`src/rtl/lpc_pkg.sv`:
```
// Package for the ten-port LED drive block: register offsets, field positions,
// reset values, port codes and timing constants.
// Assumes a register write/read port supplied by the serial interface logic.
package lpc_pkg;
  localparam int LPC_NPORTS = 10;
  localparam int LPC_PHASES = 8;
  // Register offsets
  localparam logic [7:0] LPC_OFF_PORT0 = 8'h00;
  localparam logic [7:0] LPC_OFF_PORT9 = 8'h09;
  localparam logic [7:0] LPC_OFF_IN_LOW = 8'h0e;
  localparam logic [7:0] LPC_OFF_IN_HIGH = 8'h0f;
  localparam logic [7:0] LPC_OFF_CFG = 8'h10;
  localparam logic [7:0] LPC_OFF_SCALE_LOW = 8'h13;
  localparam logic [7:0] LPC_OFF_SCALE_HIGH = 8'h14;
  localparam logic [7:0] LPC_OFF_SINK_LEVEL = 8'h15;
  // Configuration field positions
  localparam int LPC_CFG_EXTCLK = 7;
  localparam int LPC_CFG_RSTPOR = 6;
  localparam int LPC_CFG_STAGGER = 5;
  localparam int LPC_CFG_RSTRUN = 1;
  localparam int LPC_CFG_RUN = 0;
  localparam int LPC_SINK_W = 3;
  // Reset values
  localparam logic [7:0] LPC_RST_PORT = 8'hff;
  localparam logic [7:0] LPC_RST_CFG = 8'h00;
  localparam logic [7:0] LPC_RST_SCALE = 8'h00;
  localparam logic [7:0] LPC_RST_SINK_LEVEL = 8'h07;
  // Port codes
  localparam logic [7:0] LPC_CODE_LOW = 8'h00;
  localparam logic [7:0] LPC_CODE_HIGH = 8'h01;
  localparam logic [7:0] LPC_CODE_STATIC = 8'h02;
  localparam logic [7:0] LPC_CODE_OFF = 8'hff;
  // PWM timing
  localparam int LPC_PWM_STEPS = 256;
  localparam logic [7:0] LPC_STAGGER_STEP = 8'h20;
  localparam real LPC_INT_OSC_HZ = 32000.0;
  localparam real LPC_CLK_HZ = 100000000.0;
  localparam int LPC_INT_DIV = int'(LPC_CLK_HZ / LPC_INT_OSC_HZ);
  localparam int LPC_DIV_W = 12;
endpackage : lpc_pkg

```
`src/rtl/lpc_led_port_ctrl.sv`:
```
// Top of the ten-port LED drive block: register file, PWM timebase, port drive,
// input readback and reset-pin handling.
// Assumes the serial interface presents one-cycle write/read strobes with an 8-bit
// register address; the reset pin, port pins and external clock are asynchronous.
`timescale 1ns/1ps

module lpc_led_port_ctrl #(
  parameter bit HAS_EXT_CLK = 1'b1
) (
  // Clock, reset, enable
  input wire logic clk,
  input wire logic resetn,
  input wire logic ce,
  // Register port from serial interface
  input wire logic reg_wr,
  input wire logic reg_rd,
  input wire logic [7:0] reg_addr,
  input wire logic [7:0] reg_wdata,
  output logic [7:0] reg_rdata,
  output logic bus_enable,
  output logic bus_abort,
  // Pins
  input wire logic rst_pin_n,
  input wire logic ext_pwm_clock_in,
  input wire logic [lpc_pkg::LPC_NPORTS-1:0] io_port_in,
  output logic [lpc_pkg::LPC_NPORTS-1:0] io_port_out,
  output logic [lpc_pkg::LPC_NPORTS-1:0] io_port_oe_n,
  // Analog control
  output logic [lpc_pkg::LPC_NPORTS-1:0] mirror_en,
  output logic [lpc_pkg::LPC_NPORTS-1:0] full_scale,
  output logic [lpc_pkg::LPC_SINK_W-1:0] sink_level,
  output logic standby
);
  import lpc_pkg::*;

  //////////////////////////////////////////////////////////////////////////////
  // Synchronisers
  logic [1:0] rst_sync_r;
  logic [1:0] ext_sync_r;
  logic ext_prev_r;
  logic [LPC_NPORTS-1:0] in_meta_r;
  logic [LPC_NPORTS-1:0] in_sync_r;

  always_ff @(posedge clk) begin
    if (!resetn) begin
      rst_sync_r <= 2'h0;
      ext_sync_r <= 2'h0;
      ext_prev_r <= 1'b0;
      in_meta_r <= '0;
      in_sync_r <= '0;
    end else if (ce) begin
      rst_sync_r <= {rst_sync_r[0], rst_pin_n};
      ext_sync_r <= {ext_sync_r[0], ext_pwm_clock_in};
      ext_prev_r <= ext_sync_r[1];
      in_meta_r <= io_port_in;
      in_sync_r <= in_meta_r;
    end
  end

  wire logic pin_high = rst_sync_r[1];
  logic pin_high_prev_r;
  wire logic pin_fall = pin_high_prev_r && !pin_high;
  wire logic pin_rise = !pin_high_prev_r && pin_high;

  //////////////////////////////////////////////////////////////////////////////
  // Register file
  logic [7:0] port_code_r [LPC_NPORTS];
  logic [7:0] cfg_r;
  logic [7:0] port_scale_select_low_r;
  logic [7:0] port_scale_select_high_r;
  logic [7:0] global_sink_level_r;

  wire logic [7:0] cfg_por = HAS_EXT_CLK ? (LPC_RST_CFG | 8'h80) : LPC_RST_CFG;
  wire logic wr_ok = reg_wr && pin_high;
  wire logic por_restore = pin_fall && cfg_r[LPC_CFG_RSTPOR];
  wire logic run_restart = pin_rise && cfg_r[LPC_CFG_RSTRUN];
  wire logic wr_port = wr_ok && (reg_addr <= LPC_OFF_PORT9);
  wire logic wr_cfg = wr_ok && (reg_addr == LPC_OFF_CFG);
  wire logic [7:0] cfg_wval = HAS_EXT_CLK ? reg_wdata : {1'b0, reg_wdata[6:0]};
  wire logic [3:0] wr_idx = reg_addr[3:0];

  always_ff @(posedge clk) begin
    if (!resetn) begin
      pin_high_prev_r <= 1'b0;
    end else if (ce) begin
      pin_high_prev_r <= pin_high;
    end
  end

  always_ff @(posedge clk) begin
    if (!resetn || (ce && por_restore)) begin
      for (int i = 0; i < LPC_NPORTS; i++) begin
        port_code_r[i] <= LPC_RST_PORT;
      end
    end else if (ce && wr_port) begin
      port_code_r[wr_idx] <= reg_wdata;
    end
  end

  always_ff @(posedge clk) begin
    if (!resetn) begin
      cfg_r <= LPC_RST_CFG | (HAS_EXT_CLK ? 8'h80 : 8'h00);
    end else if (ce) begin
      if (por_restore) begin
        cfg_r <= cfg_por;
      end else if (wr_cfg) begin
        cfg_r <= cfg_wval;
      end else if (run_restart) begin
        cfg_r[LPC_CFG_RUN] <= 1'b1;
      end
    end
  end

  // Input-level addresses fall through here, so writes to them store nothing
  always_ff @(posedge clk) begin
    if (!resetn || (ce && por_restore)) begin
      port_scale_select_low_r <= LPC_RST_SCALE;
      port_scale_select_high_r <= LPC_RST_SCALE;
      global_sink_level_r <= LPC_RST_SINK_LEVEL;
    end else if (ce && wr_ok) begin
      if (reg_addr == LPC_OFF_SCALE_LOW) begin
        port_scale_select_low_r <= reg_wdata;
      end
      if (reg_addr == LPC_OFF_SCALE_HIGH) begin
        port_scale_select_high_r <= reg_wdata;
      end
      if (reg_addr == LPC_OFF_SINK_LEVEL) begin
        global_sink_level_r <= reg_wdata;
      end
    end
  end

  //////////////////////////////////////////////////////////////////////////////
  // PWM timebase
  logic [LPC_DIV_W-1:0] div_r;
  logic [7:0] pwm_count_r;
  wire logic int_tick = (div_r == LPC_DIV_W'(LPC_INT_DIV - 1));
  wire logic ext_tick = ext_sync_r[1] && !ext_prev_r;
  wire logic pwm_tick = cfg_r[LPC_CFG_EXTCLK] ? ext_tick : int_tick;

  always_ff @(posedge clk) begin
    if (!resetn) begin
      div_r <= '0;
      pwm_count_r <= 8'h00;
    end else if (ce) begin
      div_r <= int_tick ? '0 : div_r + 1'b1;
      if (pwm_tick) begin
        pwm_count_r <= pwm_count_r + 8'h01;
      end
    end
  end

  //////////////////////////////////////////////////////////////////////////////
  // Port drive
  wire logic run = cfg_r[LPC_CFG_RUN];
  wire logic [LPC_NPORTS-1:0] sink_on;
  wire logic [LPC_NPORTS-1:0] pin_low;
  wire logic [LPC_NPORTS-1:0] is_input;
  wire logic [LPC_NPORTS-1:0] is_active;
  wire logic [15:0] scale_all = {port_scale_select_high_r, port_scale_select_low_r};

  for (genvar g = 0; g < LPC_NPORTS; g++) begin : g_port
    wire logic [7:0] phase = cfg_r[LPC_CFG_STAGGER] ? 8'((g % LPC_PHASES) * LPC_STAGGER_STEP) : 8'h00;
    lpc_port_drive u_drive (
      .code(port_code_r[g]),
      .phase(phase),
      .count(pwm_count_r),
      .run(run),
      .sink_on(sink_on[g]),
      .pin_low(pin_low[g]),
      .is_input(is_input[g])
    );
    assign is_active[g] = (port_code_r[g] != LPC_CODE_LOW) && (port_code_r[g] != LPC_CODE_HIGH)
                          && (port_code_r[g] != LPC_CODE_OFF);
  end

  wire logic [LPC_NPORTS-1:0] in_levels = in_sync_r & is_input;

  //////////////////////////////////////////////////////////////////////////////
  // Read mux
  wire logic [7:0] port_rd = (reg_addr <= LPC_OFF_PORT9) ? port_code_r[wr_idx] : 8'h00;
  wire logic [7:0] rd_val =
    (reg_addr <= LPC_OFF_PORT9) ? port_rd :
    (reg_addr == LPC_OFF_IN_LOW) ? in_levels[7:0] :
    (reg_addr == LPC_OFF_IN_HIGH) ? {6'h00, in_levels[9:8]} :
    (reg_addr == LPC_OFF_CFG) ? cfg_r :
    (reg_addr == LPC_OFF_SCALE_LOW) ? port_scale_select_low_r :
    (reg_addr == LPC_OFF_SCALE_HIGH) ? port_scale_select_high_r :
    (reg_addr == LPC_OFF_SINK_LEVEL) ? global_sink_level_r : 8'h00;

  //////////////////////////////////////////////////////////////////////////////
  // Outputs
  always_ff @(posedge clk) begin
    if (!resetn) begin
      reg_rdata <= 8'h00;
      bus_enable <= 1'b0;
      bus_abort <= 1'b0;
      io_port_out <= '0;
      io_port_oe_n <= '1;
      mirror_en <= '0;
      full_scale <= '0;
      sink_level <= LPC_RST_SINK_LEVEL[LPC_SINK_W-1:0];
      standby <= 1'b1;
    end else if (ce) begin
      if (reg_rd && pin_high) begin
        reg_rdata <= rd_val;
      end
      bus_enable <= pin_high;
      bus_abort <= pin_fall;
      io_port_out <= '0;
      io_port_oe_n <= ~pin_low;
      mirror_en <= sink_on;
      full_scale <= scale_all[LPC_NPORTS-1:0];
      sink_level <= global_sink_level_r[LPC_SINK_W-1:0];
      standby <= ~|is_active;
    end
  end
endmodule : lpc_led_port_ctrl

```
`src/rtl/lpc_port_drive.sv`:
```
// One port's drive decode: PWM comparison, mirror gating and pin control.
// Assumes a shared 8-bit period count and a phase offset given per port.
`timescale 1ns/1ps
module lpc_port_drive (
  // Configuration
  input wire logic [7:0] code,
  input wire logic [7:0] phase,
  input wire logic [7:0] count,
  input wire logic run,
  // Drive
  output logic sink_on,
  output logic pin_low,
  output logic is_input
);
  import lpc_pkg::*;
  wire logic [7:0] local_count = 8'(count + phase);
  wire logic is_logic_low = (code == LPC_CODE_LOW);
  wire logic is_static = (code == LPC_CODE_STATIC);
  wire logic is_pwm = (code > LPC_CODE_STATIC) && (code != LPC_CODE_OFF);
  wire logic pwm_on = local_count < code;
  assign sink_on = run && (is_static || (is_pwm && pwm_on));
  assign pin_low = is_logic_low || sink_on;
  assign is_input = (code == LPC_CODE_HIGH);
endmodule : lpc_port_drive

```
`config.mk`:
```
export PLATFORM = sky130hd
export DESIGN_NAME = lpc_led_port_ctrl
export DESIGN_NICKNAME = d
export VERILOG_FILES = /design/src/rtl/lpc_pkg.sv /design/src/rtl/lpc_led_port_ctrl.sv /design/src/rtl/lpc_port_drive.sv
export SDC_FILE = /design/constraint.sdc
export NUM_CORES = 1
export LEC_CHECK = 0
export CORE_MARGIN = 2
export CORE_UTILIZATION = 60
export DETAILED_ROUTE_END_ITERATION = 8
export DONT_BUFFER_PORTS = 1
export HOLD_SLACK_MARGIN = 0.03
export PLACE_DENSITY = 0.76
export SLEW_MARGIN = 0
export SYNTH_ARGS = -nofsm -noshare
export SYNTH_HDL_FRONTEND = slang
export SYNTH_SLANG_ARGS = --single-unit
```
`constraint.sdc`:
```
create_clock -name clk -period 9.1 [get_ports clk]
set_input_delay 2.275 -clock clk [delete_from_list [all_inputs] [get_ports clk]]
set_output_delay 2.275 -clock clk [all_outputs]
set_load 0.05 [all_outputs]
```
==> summary.txt <==
Global routing
  – Remaining global-route overflow: 0
  – All-Layer GR Usage: 33.39%
  – First-pass GRT wire length: 52.08 mm
  – Vias in the first global route: 8951
  – Pin count of the biggest net entering global routing: 76
  – Antenna violations before repair: 0

Logic synthesis
  – Cells after synthesis: 1233
  – Synth Area in Adders: 8.214%
  – Largest family of logic cells by synthesized area: simple AND/OR/NAND/NOR gates
  – YS warnings: 0
  – EDFF count, synth: 92
  – Number of synthesized register bits: 213
  – Asr flop ratio synth: 0%
  – Syn_area_per_cell: 9.586 um^2
  – Post-synthesis instance area: 11820 um^2
  – Yosys cell types: 79
  – Share of the synthesized area in the top cell type: 23.37%
  – Mux cell area share after synthesis: 8.362%
  – Post-synth top area cell: edfxtp_1
  – Compound-cell area share of the yosys netlist: 13.76%
  – Most common cell in the synthesized netlist: nand2_1
  – Primary FF master, synth: dfxtp_1
  – Most frequent cells after synthesis: nand2_1, dfxtp_1, nor2_1, inv_1, edfxtp_1
  – Post-synthesis sequential area ratio: 43.87%
  – Synth Area in XOR/XNOR: 1.260%
  – Synth area leaders: edfxtp_1, dfxtp_1, ha_1, mux4_2, nand2_1
  – Synth Area in Simple Gates: 19.03%

Floorplanning
  – Die Wd: 144.4 um
  – Rows: 51
  – Chip height: 144.4 um
  – Initial Utilization: 60.93%
  – Core area: 19400 um^2
  – # IOs: 87
  – Die area: 20840 um^2

Run
  – Max-cap violation count: 0

Worst setup path
  – Buf+Inv Stages, Crit Path: 0
  – Critical Path Source Type: input pin
  – CP delay by family, top: simple AND/OR/NAND/NOR gates
  – Crit-path max cell delay: 1.09 ns
  – CP required: 9.24 ns
  – Setup crit end: port_code_r[9][2]$_DFFE_PP_
  – RR Endpoint: io_port_oe_n[5]$_SDFFE_PN1P_
  – Reg2reg path depth: 10
  – Crit-path max FO: 8
  – Crit end category: flip-flop
  – Crit-path cells: nor4_1, nand3_1, o31ai_1
  – CP Class: in2reg
  – FF-to-FF Start: pwm_count_r[5]$_SDFFE_PN0P_
  – CP startpoint: reg_addr[5]
  – Number of cells on the critical path: 3
  – Critical path arrival: 4.66 ns
  – Worst reg2reg setup slack: 5.97 ns
  – Slowest CP cell: o31ai_1

Routing
  – Max layer used: met4
  – Routed vias: 9807
  – DR iter-0 viols: 1168
  – Routed wl met2: 15.19 mm
  – Avg WL per Cell: 23.20 um
  – Number of vias per cell: 6.512
  – Final wirelength: 34.93 mm
  – Met3 wire len: 4.270 mm
  – # DRC: 0
  – Iteration count of the initial detailed-routing pass: 6
  – Antenna-violating nets left: 0
  – Metal-1 WL: 13.78 mm

STA
  – RSZ-0062 raised after global routing: false
  – Final period demand of the worst path: 4.515 ns
  – TNS Setup: 0 ns
  – Final Skew: 0.008171 ns
  – Slew Limit Fails: 0
  – Max frequency: 221.5 MHz
  – # setup viols final: 0
  – Final hold violation count: 0
  – Max-slew headroom: 20.29%
  – Final period utilization: 49.61%
  – Fin worst setup slack: 4.585 ns
  – Worst slew pin tran: 1.183 ns

Layout
  – Layout cells sized above 1: 7.897%
  – Syn-to-layout area delta: 7.907%
  – Layout net count: 1336
  – Antenna diode count: 0

Clock network
  – Number of buffers created by CTS: 23
  – H-tree Lvls: 1
  – Setup Buffers After CTS: 0
  – Clk sinks: 213
  – Bufs on Longest Clock Path: 3
  – CTS clk-pin slew, worst paths: 0.06 ns
  – CTS tree: yes
  – PostCTS Resize Cnt: 0
  – CTS Hold Bufs: 0
  – Clock tree root buffer cell: clkbuf_16
  – Worst skew pair latency: 0.53 ns

Placement
  – Post-DP HPWL: 25.40 mm
  – GPL Wtd Cong: 1.017
  – Worst slack at placement: 4.072 ns
  – I/O Buffers: 0

Power and ir drop
  – Net switching power: 0.4622 mW
  – Net Sw Frac: 22.56%
  – Cell internal pwr: 1.587 mW
  – Max VDD drop: 0.1456 mV
  – Sequential share of power: 49.8%
  – Pwr dens: 160.6 nW/um^2
  – Combinational fraction of design power: 3.9%
  – Clock network fraction of total power: 46.4%
  – Leakage: 5.358 nW

Outcome
  – Status: completed

Min path
  – Hold Crit Class: reg2reg
==> worst register-to-register path: cells and delay by family (launching register included) <==
family | cells | cell delay [ns]
AOI/OAI and AO/OA | 4 | 0.96
DFF | 1 | 0.62
adders and majority gates | 3 | 0.71
xor gates and xnor gates | 2 | 0.68
and+or+nand+nor | 1 | 0.06
==> worst min-delay path by stage <==
stage	start	to	slack (ns)	cells after the start
2_1_floorplan	port_scale_select_high_r[2]$_SDFFE_PP0P_	port_scale_select_high_r[2]$_SDFFE_PP0P_	0.43	2
3_3_place_gp	port_scale_select_high_r[7]$_SDFFE_PP0P_	port_scale_select_high_r[7]$_SDFFE_PP0P_	0.44	2
3_5_place_dp	port_scale_select_high_r[2]$_SDFFE_PP0P_	port_scale_select_high_r[2]$_SDFFE_PP0P_	0.45	2
4_1_cts	port_scale_select_high_r[2]$_SDFFE_PP0P_	port_scale_select_high_r[2]$_SDFFE_PP0P_	0.46	2
5_1_grt	port_scale_select_high_r[5]$_SDFFE_PP0P_	port_scale_select_high_r[5]$_SDFFE_PP0P_	0.48	2
6_report	global_sink_level_r[4]$_SDFFE_PP0P_	global_sink_level_r[4]$_SDFFE_PP0P_	0.46	2
==> power groups by stage <==
stage,sequential [mW],combinational [mW],clock [mW]
floorplan,1.04,0.0820,0
global placement,1.04,0.0758,0
detailed placement,1.04,0.0774,0
CTS,1.02,0.0780,0.957
global route,1.02,0.0853,0.993
finish,1.02,0.0789,0.950
==> final cells by class <==
class | instances | area, um^2
clock buffers | 26 | 596.8
fillers | 1565 | 6644
clock inverters | 14 | 157.7
repair buffers | 7 | 52.55
flip-flops and latches | 213 | 5185
inverters | 97 | 364.1
well taps | 265 | 331.6
multi-input cells | 884 | 6067
==> sequential cells by signal (all words and copies together), names as in the netlist, 3 cells and up <==
name / count
cfg_r: 8
in_sync_r: 10
port_scale_select_low_r: 8
div_r: 12
in_meta_r: 10
port_code_r: 92
io_port_oe_n: 10
pwm_count_r: 8
port_scale_select_high_r: 8
reg_rdata: 8
global_sink_level_r: 8
mirror_en: 10
full_scale: 10
sink_level: 3
==> metal layers <==
| metal | up-vias | GRT usage, % |
|---|---|---|
| met1 | 4625 | 46.28 |
| met4 | 0 | 14.92 |
| li1 | 4458 | - |
| met3 | 117 | 7.947 |
| met2 | 607 | 49.99 |
| met5 | - | 0 |
==> layout by cell type (no fill, tap or decap), types with 4 or more instances in the layout <==
cell type,n
nand2_1,131
dfxtp_1,121
nor2_1,115
inv_1,95
edfxtp_1,92
ha_1,76
a21oi_1,60
o21ai_0,50
nand3_1,50
mux2i_1,47
nand4_1,36
clkbuf_16,23
a21o_1,22
mux4_2,22
conb_1,22
or2_2,19
nor4_1,16
a22oi_1,16
o31ai_1,14
a211oi_1,13
and3_1,11
nand2b_1,11
xor2_1,10
nor3_1,10
nor2b_1,9
or3_1,8
or2_1,8
xnor2_1,7
o21a_1,7
buf_4,7
o211ai_1,6
or4_1,6
a2111oi_0,6
clkinv_1,5
a41oi_1,5
a31o_2,5
o221ai_1,4
==> kinds of logic (layout without fill, tap and decap cells) <==
family	after synthesis	count (layout)
AOI/OAI and AO/OA	243	243
xor gates and xnor gates	17	17
adders and majority gates	77	77
buffers and inverters	157	144
DFF	213	213
muxes	71	71
other	1	22
and+or+nand+nor	454	454
==> per-stage QoR <==
step	cells	hold slack, ns	total power, mW	area [um^2]	utilization, %
final	1506	0.4553	2.049	12750	65.75
after global routing	1506	0.4792	2.098	12750	65.75
after CTS	1506	0.4558	2.055	12750	65.75
after detailed placement	1466	0.4473	1.118	12000	61.86
after global placement	1466	0.4402	1.116	12000	61.86
after floorplan	1254	0.4332	1.118	11900	-
(Power assumes the default switching activity.)
